--- config.mk ---
export PLATFORM = sky130hd
export DESIGN_NAME = sar_adc_conversion_control
export DESIGN_NICKNAME = d
export VERILOG_FILES = /design/src/rtl/sar_pkg.sv /design/src/rtl/sample_fifo.sv /design/src/rtl/sar_adc_conversion_control.sv
export VERILOG_INCLUDE_DIRS = /design/src /design/src/rtl
export SDC_FILE = /design/constraint.sdc
export NUM_CORES = 1
export LEC_CHECK = 0
export ABC_CLOCK_PERIOD_IN_PS = 3050
export BUFFER_PORTS_ARGS = -buffer_cell sky130_fd_sc_hd__buf_2
export CORE_ASPECT_RATIO = 1.4
export CORE_MARGIN = 2
export CORE_UTILIZATION = 45
export CTS_BUF_LIST = sky130_fd_sc_hd__clkbuf_8 sky130_fd_sc_hd__clkbuf_16
export CTS_CLUSTER_DIAMETER = 50
export DETAILED_ROUTE_END_ITERATION = 7
export GPL_TIMING_DRIVEN = 0
export HOLD_SLACK_MARGIN = 0.15
export PLACE_DENSITY = 0.66
export SLEW_MARGIN = 20
export SYNTH_ARGS = -nofsm -noshare
export SYNTH_HDL_FRONTEND = slang
export SYNTH_SLANG_ARGS = --single-unit
export TNS_END_PERCENT = 50
--- constraint.sdc ---
create_clock -name ref_clk_in -period 3.05 [get_ports ref_clk_in]
set_clock_uncertainty 0.15 [all_clocks]
set_input_delay 0.305 -clock ref_clk_in [delete_from_list [all_inputs] [get_ports ref_clk_in]]
set_output_delay 0.305 -clock ref_clk_in [all_outputs]
set_load 0.01 [all_outputs]
--- src/rtl/sar_consts.svh ---
// constants for the sar conversion sequencer: timing, widths and counts
// assumes the reference clock runs at the rate given by sar_ref_clk_khz
`ifndef SAR_CONSTS_SVH
`define SAR_CONSTS_SVH

// reference clock rate in khz (40 mhz)
`define SAR_REF_CLK_KHZ       40000
// conversion clock limits in khz
`define SAR_CONV_CLK_MIN_KHZ  1000
`define SAR_CONV_CLK_MAX_KHZ  18000
// conversion clocks per sample
`define SAR_CLKS_PER_SAMPLE   18
// conversion clocks spent tracking the input
`define SAR_SAMPLE_TICKS      5
// result width and result buffer depth
`define SAR_RESULT_BITS       12
`define SAR_FIFO_DEPTH        16
// default reference-clock divider for the conversion clock (10 mhz)
`define SAR_CONV_DIV_DEFAULT  4
// power-up / wake wait in ns
`define SAR_PWRUP_WAIT_NS     10000

`endif

--- src/rtl/sar_pkg.sv ---
// types shared by the sar conversion sequencer
// assumes nothing of its surroundings
package sar_pkg;

  // sequencer states
  typedef enum logic [2:0] {
    st_power_wait = 3'h0,
    st_idle       = 3'h1,
    st_sample     = 3'h2,
    st_bits       = 3'h3,
    st_finish     = 3'h4
  } sar_state_type;

endpackage

--- src/rtl/sample_fifo.sv ---
// result buffer: first-word-fall-through fifo with valid/ready on both sides
// assumes one clock, asynchronous active-low reset
`timescale 1ns/1ps
`include "sar_consts.svh"
module sample_fifo #(
  parameter int WIDTH = `SAR_RESULT_BITS,
  parameter int DEPTH = `SAR_FIFO_DEPTH
) (
  input  wire logic             ref_clk_in,    // clock
  input  wire logic             nrst_in,       // async reset, low
  input  wire logic             in_valid_in,   // write request
  output logic                  in_ready_out,  // room for a word
  input  wire logic [WIDTH-1:0] in_data_in,    // write data
  output logic                  out_valid_out, // word available
  input  wire logic             out_ready_in,  // reader takes word
  output logic [WIDTH-1:0]      out_data_out   // head word
);
  localparam int PTR_W = (DEPTH > 1) ? $clog2(DEPTH) : 1;
  localparam int CNT_W = $clog2(DEPTH + 1);

  logic [WIDTH-1:0] mem [DEPTH];
  logic [PTR_W-1:0] wr_ptr;
  logic [PTR_W-1:0] rd_ptr;
  logic [PTR_W-1:0] rd_next;
  logic [CNT_W-1:0] count;
  logic [CNT_W-1:0] next_count;
  logic             push;
  logic             pop;

  // pointer advance with wrap for any depth
  function automatic logic [PTR_W-1:0] next_ptr(input logic [PTR_W-1:0] p);
    next_ptr = (p == PTR_W'(DEPTH - 1)) ? '0 : p + 1'b1;
  endfunction

  // handshakes and occupancy
  assign push = in_valid_in & in_ready_out;
  assign pop  = out_valid_out & out_ready_in;
  assign rd_next = pop ? next_ptr(rd_ptr) : rd_ptr;
  always_comb begin
    next_count = count;
    if (push && !pop) begin
      next_count = count + 1'b1;
    end else if (pop && !push) begin
      next_count = count - 1'b1;
    end
  end

  // storage write
  always_ff @(posedge ref_clk_in) begin
    if (push) begin
      mem[wr_ptr] <= in_data_in;
    end
  end

  // pointers, count and registered flags
  always_ff @(posedge ref_clk_in or negedge nrst_in) begin
    if (!nrst_in) begin
      wr_ptr        <= '0;
      rd_ptr        <= '0;
      count         <= '0;
      in_ready_out  <= 1'b1;
      out_valid_out <= 1'b0;
    end else begin
      if (push) begin
        wr_ptr <= next_ptr(wr_ptr);
      end
      if (pop) begin
        rd_ptr <= next_ptr(rd_ptr);
      end
      count         <= next_count;
      in_ready_out  <= (next_count != CNT_W'(DEPTH));
      out_valid_out <= (next_count != '0);
    end
  end

  // registered head word; the incoming word is taken when it becomes the head
  always_ff @(posedge ref_clk_in or negedge nrst_in) begin
    if (!nrst_in) begin
      out_data_out <= '0;
    end else if (push && (wr_ptr == rd_next)) begin
      out_data_out <= in_data_in;
    end else begin
      out_data_out <= mem[rd_next];
    end
  end
endmodule

--- src/rtl/sar_adc_conversion_control.sv ---
// sar adc conversion sequencer: power-up wait, triggering, bit search,
// result buffering and completion signalling
// assumes a comparator input from the analog side and a reader (dma or cpu)
// that drains results with valid/ready; control inputs are on ref_clk_in
//
// Function
// - conversion clock is eighteen per sample, 1-18 mhz; the divider range of 3 to 40 gives 1 to about 13.3 mhz
// - software start or frame trigger begins conversion
// - wait 10 us after power-up or wake
// - completion sets a status bit for software
// - done output holds until result is read
// - done output usable as interrupt or dma request
// - select continuous or one conversion per trigger
// - continuous results drain by dma without cpu
// - twelve-bit result, up to one msps; the minimum divider of 3 limits this to about 741 ksps
// - bits decided msb first by binary search
`timescale 1ns/1ps
`include "sar_consts.svh"
module sar_adc_conversion_control #(
  parameter int CONV_DIV    = `SAR_CONV_DIV_DEFAULT,
  parameter int RESULT_BITS = `SAR_RESULT_BITS,
  parameter int FIFO_DEPTH  = `SAR_FIFO_DEPTH
) (
  input  wire logic                   ref_clk_in,                  // 40 mhz clock
  input  wire logic                   nrst_in,                     // async reset, low
  input  wire logic                   conv_enable_in,              // converter powered
  input  wire logic                   single_conversion_select_in, // 1: one per trigger
  input  wire logic                   start_in,                    // software start pulse
  input  wire logic                   frame_start_in,              // external trigger pin
  input  wire logic                   comp_in,                     // comparator, async
  input  wire logic                   status_clear_in,             // clears status bit
  input  wire logic                   result_ready_in,             // reader takes result
  output logic [RESULT_BITS-1:0]      result_data_out,             // oldest result
  output logic                        result_valid_out,            // result waiting
  output logic                        conv_done_out,               // done, held till read
  output logic                        status_done_out,             // sticky completion
  output logic [RESULT_BITS-1:0]      dac_code_out,                // search dac code
  output logic                        sample_out,                  // track phase
  output logic                        conv_clk_out,                // conversion clock
  output logic                        ready_out,                   // power-up wait over
  output logic                        busy_out                     // conversion running
);
  // conversion clock divider limits derived from the rate bounds
  localparam int DIV_MIN = (`SAR_REF_CLK_KHZ + `SAR_CONV_CLK_MAX_KHZ - 1)
                           / `SAR_CONV_CLK_MAX_KHZ;
  localparam int DIV_MAX = `SAR_REF_CLK_KHZ / `SAR_CONV_CLK_MIN_KHZ;
  localparam int DIV_EFF = (CONV_DIV < DIV_MIN) ? DIV_MIN :
                           ((CONV_DIV > DIV_MAX) ? DIV_MAX : CONV_DIV);
  localparam int DIV_W   = $clog2(DIV_MAX + 1);
  localparam int HALF    = DIV_EFF / 2;
  // power-up wait rounded up to whole reference cycles
  localparam int PWRUP_CYCLES = (`SAR_PWRUP_WAIT_NS * `SAR_REF_CLK_KHZ + 999999)
                                / 1000000;
  localparam int PWR_W   = $clog2(PWRUP_CYCLES + 1);
  localparam int IDX_W   = $clog2(RESULT_BITS);
  localparam int SMP_W   = $clog2(`SAR_SAMPLE_TICKS + 1);

  sar_pkg::sar_state_type state;
  logic [DIV_W-1:0]       div_cnt;
  logic                   tick;
  logic [PWR_W-1:0]       pwr_cnt;
  logic [SMP_W-1:0]       smp_cnt;
  logic [IDX_W-1:0]       bit_idx;
  logic                   fs_meta;
  logic                   fs_sync;
  logic                   fs_prev;
  logic                   fs_rise;
  logic                   comp_meta;
  logic                   comp_sync;
  logic                   trig_pend;
  logic                   cont_run;
  logic                   launch;
  logic                   last_bit;
  logic                   wr_valid;
  logic [RESULT_BITS-1:0] wr_data;
  logic                   fifo_in_ready;
  logic                   fifo_out_valid;
  logic [RESULT_BITS-1:0] next_code;

  // one search step: keep or drop the bit under test, raise the next one
  function automatic logic [RESULT_BITS-1:0] search_step(
    input logic [RESULT_BITS-1:0] code,
    input logic [IDX_W-1:0]       idx,
    input logic                   keep
  );
    logic [RESULT_BITS-1:0] c;
    c = code;
    c[idx] = keep;
    if (idx != '0) begin
      c[idx - 1'b1] = 1'b1;
    end
    search_step = c;
  endfunction

  // two-flop synchronisers for the trigger pin and comparator
  always_ff @(posedge ref_clk_in or negedge nrst_in) begin
    if (!nrst_in) begin
      fs_meta   <= 1'b0;
      fs_sync   <= 1'b0;
      fs_prev   <= 1'b0;
      comp_meta <= 1'b0;
      comp_sync <= 1'b0;
    end else begin
      fs_meta   <= frame_start_in;
      fs_sync   <= fs_meta;
      fs_prev   <= fs_sync;
      comp_meta <= comp_in;
      comp_sync <= comp_meta;
    end
  end

  assign fs_rise = fs_sync & ~fs_prev;

  always_ff @(posedge ref_clk_in or negedge nrst_in) begin
    if (!nrst_in) begin
      div_cnt      <= '0;
      conv_clk_out <= 1'b0;
    end else if (!conv_enable_in) begin
      div_cnt      <= '0;
      conv_clk_out <= 1'b0;
    end else begin
      if (tick) begin
        div_cnt      <= '0;
        conv_clk_out <= 1'b1;
      end else begin
        div_cnt <= div_cnt + 1'b1;
        if (div_cnt == DIV_W'(HALF - 1)) begin
          conv_clk_out <= 1'b0;
        end
      end
    end
  end
  assign tick = (div_cnt == DIV_W'(DIV_EFF - 1));

  // power-up wait counter, rearmed by disable
  always_ff @(posedge ref_clk_in or negedge nrst_in) begin
    if (!nrst_in) begin
      pwr_cnt   <= '0;
      ready_out <= 1'b0;
    end else if (!conv_enable_in) begin
      pwr_cnt   <= '0;
      ready_out <= 1'b0;
    end else if (pwr_cnt != PWR_W'(PWRUP_CYCLES)) begin
      pwr_cnt   <= pwr_cnt + 1'b1;
      ready_out <= (pwr_cnt == PWR_W'(PWRUP_CYCLES - 1));
    end
  end

  // pending trigger, new request wins over consumption
  always_ff @(posedge ref_clk_in or negedge nrst_in) begin
    if (!nrst_in) begin
      trig_pend <= 1'b0;
    end else if (!conv_enable_in) begin
      trig_pend <= 1'b0;
    end else begin
      trig_pend <= start_in | fs_rise | (trig_pend & ~launch);
    end
  end

  // continuous run flag, dropped by single select
  always_ff @(posedge ref_clk_in or negedge nrst_in) begin
    if (!nrst_in) begin
      cont_run <= 1'b0;
    end else if (!conv_enable_in || single_conversion_select_in) begin
      cont_run <= 1'b0;
    end else if (start_in || fs_rise) begin
      cont_run <= 1'b1;
    end
  end

  // continuous running needs no further triggers
  assign launch   = (state == sar_pkg::st_idle) && tick && fifo_in_ready
                    && (trig_pend || cont_run);
  assign last_bit = (bit_idx == '0);
  assign next_code = search_step(dac_code_out, bit_idx, comp_sync);

  // sequencer: eighteen conversion clocks per sample
  always_ff @(posedge ref_clk_in or negedge nrst_in) begin
    if (!nrst_in) begin
      state        <= sar_pkg::st_power_wait;
      smp_cnt      <= '0;
      bit_idx      <= '0;
      dac_code_out <= '0;
      sample_out   <= 1'b0;
      busy_out     <= 1'b0;
    end else if (!conv_enable_in) begin
      state      <= sar_pkg::st_power_wait;
      sample_out <= 1'b0;
      busy_out   <= 1'b0;
    end else begin
      case (state)
        sar_pkg::st_power_wait: begin
          if (ready_out) begin
            state <= sar_pkg::st_idle;
          end
        end
        sar_pkg::st_idle: begin
          if (launch) begin
            state      <= sar_pkg::st_sample;
            smp_cnt    <= '0;
            sample_out <= 1'b1;
            busy_out   <= 1'b1;
          end
        end
        sar_pkg::st_sample: begin
          if (tick) begin
            smp_cnt <= smp_cnt + 1'b1;
            if (smp_cnt == SMP_W'(`SAR_SAMPLE_TICKS - 1)) begin
              state        <= sar_pkg::st_bits;
              sample_out   <= 1'b0;
              bit_idx      <= IDX_W'(RESULT_BITS - 1);
              dac_code_out <= {1'b1, {(RESULT_BITS - 1){1'b0}}};
            end
          end
        end
        sar_pkg::st_bits: begin
          if (tick) begin
            dac_code_out <= next_code;
            bit_idx      <= bit_idx - 1'b1;
            if (last_bit) begin
              state <= sar_pkg::st_finish;
            end
          end
        end
        sar_pkg::st_finish: begin
          if (tick) begin
            if (cont_run && fifo_in_ready) begin
              state      <= sar_pkg::st_sample;
              smp_cnt    <= '0;
              sample_out <= 1'b1;
            end else begin
              state    <= sar_pkg::st_idle;
              busy_out <= 1'b0;
            end
          end
        end
        default: begin
          state      <= sar_pkg::st_power_wait;
          sample_out <= 1'b0;
          busy_out   <= 1'b0;
        end
      endcase
    end
  end

  // twelve-bit result into the buffer, held until accepted
  always_ff @(posedge ref_clk_in or negedge nrst_in) begin
    if (!nrst_in) begin
      wr_valid <= 1'b0;
      wr_data  <= '0;
    end else if (state == sar_pkg::st_bits && tick && last_bit) begin
      wr_valid <= 1'b1;
      wr_data  <= next_code;
    end else if (fifo_in_ready) begin
      wr_valid <= 1'b0;
    end
  end

  // sticky completion status, completion wins over clear
  always_ff @(posedge ref_clk_in or negedge nrst_in) begin
    if (!nrst_in) begin
      status_done_out <= 1'b0;
    end else if (state == sar_pkg::st_bits && tick && last_bit) begin
      status_done_out <= 1'b1;
    end else if (status_clear_in) begin
      status_done_out <= 1'b0;
    end
  end

  // results drain by handshake, no cpu needed
  sample_fifo #(
    .WIDTH (RESULT_BITS),
    .DEPTH (FIFO_DEPTH)
  ) u_fifo (
    .ref_clk_in    (ref_clk_in),
    .nrst_in       (nrst_in),
    .in_valid_in   (wr_valid),
    .in_ready_out  (fifo_in_ready),
    .in_data_in    (wr_data),
    .out_valid_out (fifo_out_valid),
    .out_ready_in  (result_ready_in),
    .out_data_out  (result_data_out)
  );

  // level usable as irq or dma request
  assign conv_done_out    = fifo_out_valid;
  assign result_valid_out = fifo_out_valid;
endmodule

==> impl_metrics.yaml <==
outcome:
  status: "finished clean"
logic_synthesis:
  synthMuxAreaShare_pct: 5.83
  netlist_instances: 1224
  yosys.area_share.simple_pct: 13.4
  async_flop_share_pct: 31.7
  yosysWarningCount: 0
  avgSynthCellArea_um2: 11.3
  syn_area_um2: 13900
  synth.area.top_cells: "edfxtp_1, dfrtp_1, mux2i_1, o21ai_0, and3_1"
  synthAdderAreaFrac_pct: 1.62
  synth_xor_area_share_pct: 1.43
  synth_edf_count: 192
  synth_top_family_by_area: "compound AO/OA/AOI/OAI gates"
  ys_seq_elements: 281
  synth_compound_area_share_pct: 15.9
  ys.flop_type: "edfxtp_1"
  syn_nets: 1251
  synthTopCellsByCount: "edfxtp_1, nand2_1, dfrtp_1, o21ai_0, and3_1"
  yosysSeqAreaShare_pct: 57.7
  yosys.area.top_type_share_pct: 41.6
  yosysTopAreaCell: "edfxtp_1"
  synth_cell_type_count: 78
  yosysMostFrequentCell: "edfxtp_1"
setup_path:
  max_stage_delay_ns: 0.64
  worstSetupEndpointType: "register"
  cp.required_ns: 3.30
  crit_buf_inv: 1
  critPathLaunchType: "register"
  startpoint: "u_fifo.rd_ptr[1]$_DFF_PN0_"
  worstPathMaxFanout: 10
  cp_top_family: "compound AO/OA/AOI/OAI gates"
  path_class: "register to register"
  slowest_stage: "o311ai_2"
  crit_chain: "ha_1 > and3_1 > a21oi_1 > clkbuf_2 > a221oi_1 > o311ai_2 > a31oi_1"
  critPathArrivalTime_ns: 3.29
  reg2reg_from: "u_fifo.rd_ptr[1]$_DFF_PN0_"
power_and_ir_drop:
  power_leakage_nw: 6.24
  power.total_w: 0.00820
  p_per_area_nw_per_um2: 519
  clock_power_share_pct: 43.6
  p_comb_share_pct: 6.4
  peakVddDrop_uv: 413
  internal_power_w: 0.00629
  seq_power_share_pct: 50.0
  swShare_pct: 23.3
  p_switching_w: 0.00191
timing:
  rsz0062_at_grt: "false"
  worstMarginPinSlew_ns: 0.982
  hold_violations: 0
  fmax_ghz: 0.329
  finalCriticalPeriod_ns: 3.04
  slew_viol_final: 0
  fin_ws_ns: 0.0128
  relSlewSlack_pct: 34.5
  min_period_over_period_pct: 99.6
  finalSetupViolCount: 0
  setup_tns_ns: 0
min_path:
  hp-class: "register to register"
  min_from: "comp_meta$_DFF_PN0_"
run:
  maxCapViolations: 0
clock_tree:
  cts.path.max_buffers: 3
  clk_pin_slew_ns: 0.07
  cts-root-buf: "clkbuf_16"
  clock_latency_ns: 0.56
  cts_tree: "built"
  h-tree-depth: 1
  numCtsBuffers: 28
  cts.sinks: 281
placement:
  post-place-ws_ns: -0.316
  gp_congestion: 0.948
  placed_area_um2: 14600
  port_buffers: 38
  hpwl_um: 28400
final_layout:
  final_cell_area_um2: 15800
  antenna-diode-count: 0
  nets: 1330
  post-route-util_pct: 51.8
  area_growth_pct: 14.0
  drive_gt1_share_pct: 14.6
grt:
  antenna_found_initial: 0
  busiest_layer: "met2"
  grt_pass1_vias: 10800
  use_met2_pct: 44.1
  grtUsageTotal_pct: 25.0
  grt-ovfl-total: 0
  grt_pass1_wl_um: 62200
  gr-usage-met1_pct: 28.1
  grtUsageMet3_pct: 3.48
  grt_max_degree: 65
floorplan:
  core-area_um2: 30500
  start_util_pct: 45.4
  rows: 76
  ioPinCount: 40
  fp.dieH_um: 212
  die_area_um2: 32300
  die_width_um: 152
route:
  ant_nets: 0
  drc: 0
  wl_per_cell_um: 23.6
  vias_per_cell: 6.20
  drt_iter0_markers: 937
  routed_wl_um: 40500
  first_pass_iters: 5
  vias: 10600
placed cells by master (no fill, tap or decap), types with 7 or more instances in the layout:
| cell type | instances |
|---|---|
| clkbuf_16 | 30 |
| edfxtp_1 | 192 |
| nor4_1 | 7 |
| o22a_1 | 12 |
| xnor2_1 | 13 |
| a211o_1 | 13 |
| mux2_2 | 23 |
| ha_1 | 18 |
| and3_1 | 67 |
| nor2_1 | 57 |
| inv_1 | 35 |
| and2_1 | 10 |
| a31oi_1 | 44 |
| buf_4 | 7 |
| xor2_1 | 7 |
| clkbuf_1 | 46 |
| a211oi_1 | 36 |
| a21oi_1 | 58 |
| nor3_1 | 11 |
| dfrtp_1 | 87 |
| mux2i_1 | 50 |
| a22o_1 | 8 |
| nand3_1 | 41 |
| nand3b_1 | 13 |
| nand4_1 | 16 |
| nand2_1 | 106 |
| a221oi_1 | 17 |
| or3_1 | 8 |
| dlygate4sd3_1 | 9 |
| clkbuf_2 | 17 |
| o21ai_0 | 84 |
| buf_2 | 57 |
area by class of cell:
type	count	area [µm²]
Sequential cell	281	8000
Inverter	34	128
Fill cell	2635	14700
Buffer	97	478
Clock buffer	32	778
Multi-Input combinational cell	812	5410
Clock inverter	20	189
Tap cell	390	488
Timing Repair Buffer	49	334
per-layer routing:
| layer | wire length, µm | up-vias |
|---|---|---|
| met4 | 3020 | 0 |
| met1 | 14900 | 5203 |
| met3 | 2600 | 128 |
| met5 | 0 | - |
| met2 | 20000 | 482 |
| li1 | - | 4822 |
stage by stage:
stage / hold slack [ns] / std cells
finish: 0.200 / 1715
global route: 0.205 / 1715
CTS: 0.203 / 1715
detailed placement: 0.0480 / 1653
global placement: 0.184 / 1652
floorplan: -0.141 / 1224
final timing paths:
kind | end | slack (ns) | cells past startpoint
worst max register to register | u_fifo.out_data_out[6]$_DFF_PN0_ | 0.01 | 7
min in group asynchronous | bit_idx[0]$_DFFE_PN0P_ | 0.63 | 4
worst min register to register | comp_sync$_DFF_PN0_ | 0.20 | 0
worst max-delay path | u_fifo.out_data_out[6]$_DFF_PN0_ | 0.01 | 7
worst min-delay path | comp_sync$_DFF_PN0_ | 0.20 | 0
max in group asynchronous | u_fifo.in_ready_out$_DFF_PN1_ | 1.74 | 4
power by group through the flow:
stage               combinational (W)  sequential (W)  clock, W
floorplan                    0.000327         0.00417         0
global placement             0.000485         0.00417         0
detailed placement           0.000497         0.00418         0
CTS                          0.000515         0.00410   0.00361
global route                 0.000574         0.00410   0.00376
finish                       0.000524         0.00410   0.00358
flip-flops by register name, summed over array words and instances, names as in the netlist, 3 cells and up:
register	count
bit_idx	4
dac_code_out	12
div_cnt	6
pwr_cnt	9
smp_cnt	3
state	3
u_fifo.count	5
u_fifo.mem	192
u_fifo.out_data_out	12
u_fifo.rd_ptr	4
u_fifo.wr_ptr	4
wr_data	12
kinds of logic (layout without fill, tap and decap cells):
kind of cell,after synthesis,after routing
DFF,281,281
buffers and inverters,131,232
muxes,77,77
xor gates and xnor gates,21,21
and+or+nand+nor,363,363
adders and majority gates,18,18
AOI/OAI and AO/OA,333,333
what timing repair did:
| item | 4_1_cts | 5_1_grt |
|---|---|---|
| gates resized for setup | 13 | 32 |
| hold buffers | 10 | 0 |
| pin swaps | 0 | 2 |
| endpoints found under the hold margin | 101 | 0 |
| buffers inserted | 0 | 0 |
| endpoints found under the setup margin | 10 | 12 |
worst register-to-register path: cells and delay by family (launching register included):
kind | cells | cell delay [ns]
simple gates | 1 | 0.22
fa+ha+maj | 1 | 0.33
compound gates | 4 | 1.33
flops | 1 | 0.47
buf+inv | 1 | 0.39
Power figures use the tool's default switching activity.
